===== src/hw/tcm_pkg.sv =====
// constants shared by the torque cutoff monitor and its helpers
package tcm_pkg;
    // ------------------------------------------------------------
    // clock and timing
    // ------------------------------------------------------------
    localparam int unsigned CLK_HZ             = 25_000_000;
    localparam int unsigned SELFTEST_TIME_US   = 1000;
    localparam int unsigned SELFTEST_CYCLES    = SELFTEST_TIME_US * (CLK_HZ / 1_000_000);
    localparam int unsigned STATUS_PERIOD_MS   = 2000;
    localparam int unsigned STATUS_PERIOD_CYC  = STATUS_PERIOD_MS * (CLK_HZ / 1000);
    localparam int unsigned COMM_PERIOD_MS     = 1000;
    localparam int unsigned COMM_PERIOD_CYC    = COMM_PERIOD_MS * (CLK_HZ / 1000);

    // ------------------------------------------------------------
    // register map (byte addresses)
    // ------------------------------------------------------------
    localparam int unsigned ADDR_W             = 8;
    localparam logic [7:0]  CTRL_OFFSET        = 8'h00;
    localparam logic [7:0]  STATUS_OFFSET      = 8'h04;
    localparam logic [7:0]  IRQ_STATUS_OFFSET  = 8'h08;
    localparam logic [7:0]  IRQ_ENABLE_OFFSET  = 8'h0C;
    localparam logic [7:0]  IRQ_CLEAR_OFFSET   = 8'h10;

    // ------------------------------------------------------------
    // field positions and reset values
    // ------------------------------------------------------------
    localparam int unsigned CTRL_ENABLE_BIT    = 0;
    localparam int unsigned ST_MOTOR_BIT       = 0;
    localparam int unsigned ST_ALARM_BIT       = 1;
    localparam int unsigned ST_PASS_BIT        = 2;
    localparam int unsigned ST_FAIL_BIT        = 3;
    localparam int unsigned ST_RUN_BIT         = 4;
    localparam int unsigned ST_ACTIVE_BIT      = 5;
    localparam int unsigned ST_IN_A_BIT        = 6;
    localparam int unsigned ST_IN_B_BIT        = 7;
    localparam int unsigned IRQ_W              = 3;
    localparam int unsigned IRQ_MISMATCH_BIT   = 0;
    localparam int unsigned IRQ_FAIL_BIT       = 1;
    localparam int unsigned IRQ_PASS_BIT       = 2;
    localparam logic        CTRL_ENABLE_RESET  = 1'b0;
    localparam logic [2:0]  IRQ_ENABLE_RESET   = 3'h0;

    typedef enum logic [1:0] {TCM_TEST_RUN, TCM_TEST_PASS, TCM_TEST_FAIL} tcm_test_t;
endpackage


===== src/hw/tcm_monitor.sv =====
// torque cutoff monitor with self-test, indicator leds and apb registers
//
// What this block does
// RQ1: motor runs only while both inputs high
// RQ2: self-test at power-on and both-high rise
// RQ3: motor energised only after passing self-test
// RQ4: failed test or inputs not both high cut power
// RQ5: one input high alarms; both low no alarm
// RQ6: bypassed by default; needs enable and jumper removed
// RQ7: comm led shows usb and can state
// RQ8: status led blinks every two seconds
// RQ9: power led on once powered up
// RQ10: safety circuit drives both inputs together
// RQ11: cutoff inputs pass two synchronising flops
`timescale 1ns/10ps
`default_nettype none
module tcm_monitor
    import tcm_pkg::*;
#(
    parameter int unsigned SELFTEST_CYC = tcm_pkg::SELFTEST_CYCLES,
    parameter int unsigned STATUS_CYC   = tcm_pkg::STATUS_PERIOD_CYC,
    parameter int unsigned COMM_CYC     = tcm_pkg::COMM_PERIOD_CYC
) (
    input  wire logic                      clock,                 // 25 MHz
    input  wire logic                      reset,                 // async, active high
    input  wire logic [tcm_pkg::ADDR_W-1:0] paddr,                // apb address
    input  wire logic                      psel,                  // apb select
    input  wire logic                      penable,               // apb access phase
    input  wire logic                      pwrite,                // apb direction
    input  wire logic [31:0]               pwdata,                // apb write data
    output logic      [31:0]               prdata,                // apb read data
    output logic                           pready,                // apb ready
    output logic                           pslverr,               // apb error
    input  wire logic                      torque_cutoff_in_a,    // cutoff pin a
    input  wire logic                      torque_cutoff_in_b,    // cutoff pin b
    input  wire logic                      bypass_jumper,         // high while jumper fitted
    input  wire logic                      stage_off_fb,          // power stage reports off
    input  wire logic                      usb_active,            // usb link up
    input  wire logic                      can_enabled,           // can link enabled
    output logic                           motor_enable,          // power stage enable
    output logic                           cutoff_mismatch_alarm, // inputs disagree
    output logic                           power_led,             // green power led
    output logic                           status_led_green,      // status led green
    output logic                           status_led_red,        // status led red
    output logic                           comm_led,              // yellow comm led
    output logic                           irq                    // level interrupt
);
    import tcm_pkg::*;

    localparam logic [31:0] TEST_LAST = 32'(SELFTEST_CYC - 1);

    // ------------------------------------------------------------
    // input synchronisation
    // ------------------------------------------------------------
    logic [3:0] pins_s;
    logic       a_s;
    logic       b_s;
    logic       jumper_s;
    logic       fb_s;

    tcm_sync #(.WIDTH(4)) u_sync (
        .clock    (clock),
        .reset    (reset),
        .async_in ({stage_off_fb, bypass_jumper, torque_cutoff_in_b, torque_cutoff_in_a}),
        .sync_out (pins_s)
    ); // [RQ11]

    assign a_s      = pins_s[0];
    assign b_s      = pins_s[1];
    assign jumper_s = pins_s[2];
    assign fb_s     = pins_s[3];

    // ------------------------------------------------------------
    // blink rates
    // ------------------------------------------------------------
    logic st_on;
    logic st_off;
    logic cm_on;
    logic cm_off;

    tcm_blink #(.PERIOD(STATUS_CYC)) u_status_blink (
        .clock      (clock),
        .reset      (reset),
        .mostly_on  (st_on),
        .mostly_off (st_off)
    );

    tcm_blink #(.PERIOD(COMM_CYC)) u_comm_blink (
        .clock      (clock),
        .reset      (reset),
        .mostly_on  (cm_on),
        .mostly_off (cm_off)
    );

    // ------------------------------------------------------------
    // registers over apb
    // ------------------------------------------------------------
    logic             cfg_enable;
    logic [IRQ_W-1:0] irq_stat;
    logic [IRQ_W-1:0] irq_en;
    logic             next_cfg_enable;
    logic [IRQ_W-1:0] next_irq_stat;
    logic [IRQ_W-1:0] next_irq_en;
    logic [31:0]      next_prdata;
    logic             next_irq;
    logic             wr_access;
    logic             mapped;
    logic [IRQ_W-1:0] events;
    logic [31:0]      status_word;
    tcm_test_t        test_state;

    function automatic logic is_mapped(input logic [7:0] a);
        is_mapped = (a == CTRL_OFFSET) || (a == STATUS_OFFSET) || (a == IRQ_STATUS_OFFSET)
                 || (a == IRQ_ENABLE_OFFSET) || (a == IRQ_CLEAR_OFFSET);
    endfunction

    // the apb slave never waits; unmapped addresses answer with an error
    assign pready    = 1'b1;
    assign mapped    = is_mapped(paddr);
    assign pslverr   = psel && penable && !mapped;
    assign wr_access = psel && penable && pwrite && mapped;

    always_comb
    begin
        status_word                = 32'h0;
        status_word[ST_MOTOR_BIT]  = motor_enable;
        status_word[ST_ALARM_BIT]  = cutoff_mismatch_alarm;
        status_word[ST_PASS_BIT]   = test_state == TCM_TEST_PASS;
        status_word[ST_FAIL_BIT]   = test_state == TCM_TEST_FAIL;
        status_word[ST_RUN_BIT]    = test_state == TCM_TEST_RUN;
        status_word[ST_ACTIVE_BIT] = cfg_enable && !jumper_s;
        status_word[ST_IN_A_BIT]   = a_s;
        status_word[ST_IN_B_BIT]   = b_s;
        next_cfg_enable = cfg_enable;
        next_irq_en     = irq_en;
        next_irq_stat   = irq_stat;
        if (wr_access && paddr == CTRL_OFFSET)
            next_cfg_enable = pwdata[CTRL_ENABLE_BIT]; // [RQ6]
        if (wr_access && paddr == IRQ_ENABLE_OFFSET)
            next_irq_en = pwdata[IRQ_W-1:0];
        if (wr_access && paddr == IRQ_CLEAR_OFFSET)
            next_irq_stat = irq_stat & ~pwdata[IRQ_W-1:0];
        // a new event wins over a clear in the same cycle
        next_irq_stat = next_irq_stat | events;
        next_irq      = |(next_irq_stat & next_irq_en);
        // read data is captured in the setup cycle, valid in the access phase
        next_prdata   = prdata;
        if (psel && !penable)
        begin
            case (paddr)
                CTRL_OFFSET:       next_prdata = {31'h0, cfg_enable};
                STATUS_OFFSET:     next_prdata = status_word;
                IRQ_STATUS_OFFSET: next_prdata = {29'h0, irq_stat};
                IRQ_ENABLE_OFFSET: next_prdata = {29'h0, irq_en};
                default:           next_prdata = 32'h0;
            endcase
        end
    end

    always_ff @(posedge clock or posedge reset)
    begin
        if (reset)
        begin
            cfg_enable <= CTRL_ENABLE_RESET;
            irq_en     <= IRQ_ENABLE_RESET;
            irq_stat   <= 3'h0;
            prdata     <= 32'h0;
            irq        <= 1'b0;
        end
        else
        begin
            cfg_enable <= next_cfg_enable;
            irq_en     <= next_irq_en;
            irq_stat   <= next_irq_stat;
            prdata     <= next_prdata;
            irq        <= next_irq;
        end
    end

    // ------------------------------------------------------------
    // self-test and cutoff decision
    // ------------------------------------------------------------
    logic        active;
    logic        both_hi;
    logic        both_hi_q;
    logic        test_req;
    logic        permit;
    logic        test_ok;
    logic [31:0] test_cnt;
    tcm_test_t   next_test_state;
    logic        next_test_ok;
    logic [31:0] next_test_cnt;
    logic        next_motor;
    logic        next_alarm;

    // with the jumper fitted or the function off the inputs are ignored
    assign active   = cfg_enable && !jumper_s;   // [RQ6]
    assign both_hi  = a_s && b_s;
    assign test_req = active && both_hi && !both_hi_q; // [RQ2]
    assign permit   = !active || both_hi;        // [RQ1] [RQ5]

    always_comb
    begin
        next_test_state = test_state;
        next_test_ok    = test_ok;
        next_test_cnt   = test_cnt;
        case (test_state)
            TCM_TEST_RUN:
            begin
                // the stage is held off while testing and must report off throughout
                // the first two cycles after reset still show the synchroniser's reset level
                next_test_ok  = test_ok && (fb_s || test_cnt < 32'h2);
                next_test_cnt = test_cnt + 32'h1;
                if (test_cnt == TEST_LAST)
                    next_test_state = (test_ok && fb_s) ? TCM_TEST_PASS : TCM_TEST_FAIL; // [RQ3]
            end
            TCM_TEST_PASS, TCM_TEST_FAIL:
            begin
                if (test_req)
                begin
                    next_test_state = TCM_TEST_RUN; // [RQ2]
                    next_test_ok    = 1'b1;
                    next_test_cnt   = 32'h0;
                end
            end
            default:
                next_test_state = TCM_TEST_FAIL;
        endcase
        // a both-high rise restarts the test, so the old pass must not energise the stage
        next_motor = (test_state == TCM_TEST_PASS) && permit && !test_req; // [RQ2] [RQ3] [RQ4]
        next_alarm = active && (a_s ^ b_s);                   // [RQ5]
        events                   = '0;
        events[IRQ_MISMATCH_BIT] = next_alarm && !cutoff_mismatch_alarm;
        events[IRQ_FAIL_BIT]     = test_state == TCM_TEST_RUN && next_test_state == TCM_TEST_FAIL;
        events[IRQ_PASS_BIT]     = test_state == TCM_TEST_RUN && next_test_state == TCM_TEST_PASS;
    end

    always_ff @(posedge clock or posedge reset)
    begin
        if (reset)
        begin
            test_state            <= TCM_TEST_RUN; // power-on test [RQ2]
            test_ok               <= 1'b1;
            test_cnt              <= 32'h0;
            both_hi_q             <= 1'b0;
            motor_enable          <= 1'b0;
            cutoff_mismatch_alarm <= 1'b0;
        end
        else
        begin
            test_state            <= next_test_state;
            test_ok               <= next_test_ok;
            test_cnt              <= next_test_cnt;
            both_hi_q             <= both_hi;
            motor_enable          <= next_motor;
            cutoff_mismatch_alarm <= next_alarm;
        end
    end

    // ------------------------------------------------------------
    // indicator leds
    // ------------------------------------------------------------
    logic next_comm;
    logic next_green;
    logic next_red;
    logic fault;

    assign fault = cutoff_mismatch_alarm || test_state == TCM_TEST_FAIL;

    always_comb
    begin
        case ({usb_active, can_enabled})
            2'b00:   next_comm = 1'b0;   // [RQ7]
            2'b10:   next_comm = 1'b1;   // [RQ7]
            2'b01:   next_comm = cm_on;  // [RQ7]
            default: next_comm = cm_off; // [RQ7]
        endcase
        next_green = !fault && st_off; // [RQ8]
        next_red   = fault && st_on;   // [RQ8]
    end

    always_ff @(posedge clock or posedge reset)
    begin
        if (reset)
        begin
            comm_led         <= 1'b0;
            status_led_green <= 1'b0;
            status_led_red   <= 1'b0;
            power_led        <= 1'b0;
        end
        else
        begin
            comm_led         <= next_comm;
            status_led_green <= next_green;
            status_led_red   <= next_red;
            power_led        <= 1'b1; // [RQ9]
        end
    end
endmodule
`default_nettype wire


===== src/hw/tcm_sync.sv =====
// two flip-flop synchroniser for pin inputs
`timescale 1ns/10ps
`default_nettype none
module tcm_sync #(
    parameter int unsigned WIDTH = 4
) (
    input  wire logic             clock,    // system clock
    input  wire logic             reset,    // async, active high
    input  wire logic [WIDTH-1:0] async_in, // raw pins
    output logic      [WIDTH-1:0] sync_out  // safe to use
);
    logic [WIDTH-1:0] meta;

    always_ff @(posedge clock or posedge reset)
    begin
        if (reset)
        begin
            meta     <= '0;
            sync_out <= '0;
        end
        else
        begin
            meta     <= async_in;
            sync_out <= meta;
        end
    end
endmodule
`default_nettype wire


===== src/hw/tcm_blink.sv =====
// free running period counter giving mostly-on and mostly-off blink levels
`timescale 1ns/10ps
`default_nettype none
module tcm_blink #(
    parameter int unsigned PERIOD = 50_000_000
) (
    input  wire logic clock,      // system clock
    input  wire logic reset,      // async, active high
    output logic      mostly_on,  // high for three quarters of a period
    output logic      mostly_off  // high for one quarter of a period
);
    localparam logic [31:0] LAST    = 32'(PERIOD - 1);
    localparam logic [31:0] QUARTER = 32'(PERIOD / 4);
    localparam logic [31:0] THREEQ  = 32'((PERIOD / 4) * 3);

    logic [31:0] count;
    logic [31:0] next_count;
    logic        next_on;
    logic        next_off;

    always_comb
    begin
        next_count = (count == LAST) ? 32'h0 : count + 32'h1;
        next_on    = next_count < THREEQ;
        next_off   = next_count < QUARTER;
    end

    always_ff @(posedge clock or posedge reset)
    begin
        if (reset)
        begin
            count      <= 32'h0;
            mostly_on  <= 1'b0;
            mostly_off <= 1'b0;
        end
        else
        begin
            count      <= next_count;
            mostly_on  <= next_on;
            mostly_off <= next_off;
        end
    end
endmodule
`default_nettype wire


===== config.mk =====
export PLATFORM = sky130hd
export DESIGN_NAME = tcm_monitor
export DESIGN_NICKNAME = d
export VERILOG_FILES = /design/src/hw/tcm_pkg.sv /design/src/hw/tcm_monitor.sv /design/src/hw/tcm_sync.sv /design/src/hw/tcm_blink.sv
export SDC_FILE = /design/constraint.sdc
export NUM_CORES = 1
export LEC_CHECK = 0
export BUFFER_PORTS_ARGS = -buffer_cell sky130_fd_sc_hd__buf_2
export CELL_PAD_IN_SITES_DETAIL_PLACEMENT = 1
export CELL_PAD_IN_SITES_GLOBAL_PLACEMENT = 1
export CORE_ASPECT_RATIO = 0.8
export CORE_MARGIN = 1.5
export CORE_UTILIZATION = 40
export DETAILED_ROUTE_END_ITERATION = 8
export GPL_ROUTABILITY_DRIVEN = 0
export PLACE_DENSITY_LB_ADDON = 0.1
export SETUP_SLACK_MARGIN = 0.1
export SYNTH_ARGS = -nofsm -noshare
export SYNTH_HDL_FRONTEND = slang
export SYNTH_SLANG_ARGS = --single-unit
export TNS_END_PERCENT = 100

===== constraint.sdc =====
create_clock -name clock -period 12 [get_ports clock]
set_input_delay 2.4 -clock clock [delete_from_list [all_inputs] [get_ports clock]]
set_output_delay 2.4 -clock clock [all_outputs]
set_load 0.005 [all_outputs]

==> flow_summary.ini <==
[status]
status = completed

[sta]
period_share_pct = 48.4
holdWs_ns = 0.341
max_freq_mhz = 172
setup_viol = 0
finalHoldViolCount = 0
setup_tns_ns = 0
finalClockSkew_ns = 0.0152
period_minus_slack_ns = 5.81
slew-limit-headroom_pct = 34.5
grt_setup_unrepaired = false
worst_pin_slew_ns = 0.958
slew_violations = 0

[critical_path]
startpoint_type = primary input
r2r-end = u_status_blink.mostly_off
endpoint = pslverr
cp.arrival_ns = 3.41
ff2ff_setup_slack_ns = 8.45
reg2reg_depth = 7
critPathRequiredTime_ns = 9.60
cp_max_fo = 3
critPathCaptureType = output port
crit_type = primary input to output port
r2r_start = u_status_blink.count[0]
worstSetupStartpoint = paddr[0]

[cells_and_area]
layout.cells.non_filler = 1042
layout.nets = 858
area_growth_pct = 11.1
antennaDiodeCount = 0
fin_area_um2 = 8150
final_layout_size_suffix_gt1_share_pct = 11.5

[placed_design]
placed_cells = 1010
dp_hpwl_mm = 13.3
io_buffers = 37
place_area_um2 = 7600

[synth]
netlist_area_um2 = 7340
netlist_instances = 778
synth_seq_cells = 134
synth-edff-count = 0
yosysSeqAreaShare_pct = 45.7
ys_types = 67
ys.flop_type = dfrtp_1
async_flop_share_pct = 100
avgSynthCellArea_um2 = 9.43
synth_warnings = 0

[clocking]
cts_setup_buffers = 0
clockBufferDepth = 2
postCtsHoldBufs = 0
cts-resized-gates = 0
numClockSinks = 134
cts_made_buffers = 17
root_buffer = clkbuf_16
cts_tree = done
htree_levels = 4
clk_pin_slew_ns = 0.06
clock_latency_ns = 0.43

[power_and_ir_drop]
power.leakage_uw = 0.00353
p_per_area_nw_per_um2 = 119
peakVddDrop_uv = 82.0

[routing]
drt_iter0_drc = 263
vias = 5903
via_per_inst = 5.67
final_antenna_net_count = 0
dr.pass1.iters = 4
wl_per_cell_um = 17.8
wl_mm = 18.5
route.detailed.drc = 0

[grt]
busiest_layer = met2
antenna_found_initial = 0
grt_start_max_net_pins = 72
grtUsageMet2_pct = 32.1
grt_first_pass_wirelength_mm = 31.0
grtUsageMet3_pct = 4.28
grt_pass1_vias = 6032
grt_overflow = 0
use_met1_pct = 28.6
grt_util_all_layers_pct = 20.4

[floorplanning]
fp.dieW_um = 154
pin_count = 92
core_area_um2 = 18100
rows = 44
die-area_um2 = 19200
die_y_um = 124
start_util_pct = 40.6

[min_path]
worstHoldStart = u_sync.meta[3]
hold_class = flop to flop

[run]
maxCapViolations = 0
sequential cells by signal (all words and copies together), names as in the netlist, 2 cells and up:
| register | flops |
|---|---|
| test_cnt | 32 |
| u_comm_blink.count | 32 |
| test_state | 2 |
| irq_stat | 3 |
| irq_en | 3 |
| u_status_blink.count | 32 |
| u_sync.sync_out | 4 |
| u_sync.meta | 4 |
| prdata | 8 |
cell families (layout without fill, tap and decap cells):
family / Yosys count / count (layout) / share of synthesized area, %
buffers and inverters: 79 / 89 / 5.42
adders and majority gates: 8 / 8 / 1.36
muxes: 11 / 11 / 1.77
and+or+nand+nor: 362 / 362 / 26.6
AOI/OAI and AO/OA: 111 / 111 / 10.5
xor gates and xnor gates: 71 / 71 / 8.47
DFF: 134 / 134 / 45.7
other: 2 / 26 / 0.102
synth_stat cells (all sizes together), types with 3 or more instances:
library cell / count / area (µm²)
dfrtp: 133 / 3330
nand2: 70 / 263
nor2: 62 / 233
nand3: 49 / 258
nand4: 39 / 259
xnor2: 38 / 333
xor2: 33 / 289
clkbuf: 32 / 123
nor4: 30 / 188
buf: 29 / 208
nor3: 24 / 120
o21ai: 22 / 110
a21oi: 21 / 105
inv: 18 / 67.6
and3: 17 / 106
and4: 12 / 105
or3: 10 / 62.6
and2: 9 / 56.3
ha: 8 / 100
o31ai: 8 / 60.1
or4: 8 / 66.3
a211oi: 7 / 52.6
nor2b: 7 / 43.8
nor4b: 7 / 61.3
a2111oi: 6 / 52.6
a22o: 6 / 52.6
mux2: 6 / 67.6
a31oi: 5 / 31.3
nor3b: 5 / 37.5
or2: 5 / 31.3
mux2i: 4 / 40.0
a211o: 3 / 26.3
a21boi: 3 / 22.5
a311oi: 3 / 26.3
nand2b: 3 / 18.8
o22ai: 3 / 18.8
power breakdown:
part / leakage [µW] / switching [µW] / internal, µW
logic: 0.00151 / 15.4 / 5.18
registers: 0.00176 / 0.967 / 454
clock network: 0.000256 / 209 / 286
total: 0.00353 / 226 / 745
worst max-delay path: stages:
cell     delay (ns)
buf_2          0.09
or4_1          0.57
nor2_1         0.15
a21oi_1        0.07
buf_2          0.13
metal layers:
| layer | vias to the layer above | share of wire [%] |
|---|---|---|
| met2 | 92 | 45 |
| met5 | - | 0 |
| met3 | 18 | 3.5 |
| li1 | 2840 | - |
| met4 | 0 | 1.1 |
| met1 | 2953 | 50 |
cells in the final DEF (no fill, tap or decap), drive strengths merged, types with 8 or more instances in the layout:
cell type,Yosys,routed
or4,8,8
xor2,33,33
nor3,24,24
xnor2,38,38
clkbuf,32,18
nor2,62,62
and4,12,12
o31ai,8,8
or3,10,10
and2,9,9
buf,29,39
dfrtp,133,133
ha,8,8
a21oi,21,21
nand3,49,49
nand2,70,70
nand4,39,39
o21ai,22,22
and3,17,17
nor4,30,30
conb,2,26
inv,18,22
stage by stage:
| step | utilization, % | setup WS (ns) | total power [µW] |
|---|---|---|---|
| after floorplan | - | 6.02 | 481 |
| after global placement | 42.1 | 6.21 | 484 |
| after detailed placement | 42.1 | 6.20 | 485 |
| after CTS | 45.1 | 6.20 | 984 |
| after global routing | 45.1 | 6.16 | 1010 |
| final | 45.1 | 6.19 | 971 |
layout make-up:
type / count / area, µm²
timing repair buffer: 39 / 200
tap: 230 / 288
inverter: 18 / 72.6
sequential: 134 / 3350
multi-input combinational: 589 / 3680
clock inverter: 14 / 125
fill: 2062 / 9910
clock buffer: 18 / 429
worst min-delay path by stage:
stage                         endpoint  slack, ns  cells past startpoint
finish              u_sync.sync_out[3]       0.34                      0
global route        u_sync.sync_out[3]       0.35                      0
CTS                 u_sync.sync_out[3]       0.35                      0
detailed placement  u_sync.sync_out[0]       0.34                      0
global placement    u_sync.sync_out[1]       0.33                      0
floorplan           u_sync.sync_out[0]       0.33                      0
(Power assumes the default switching activity.)
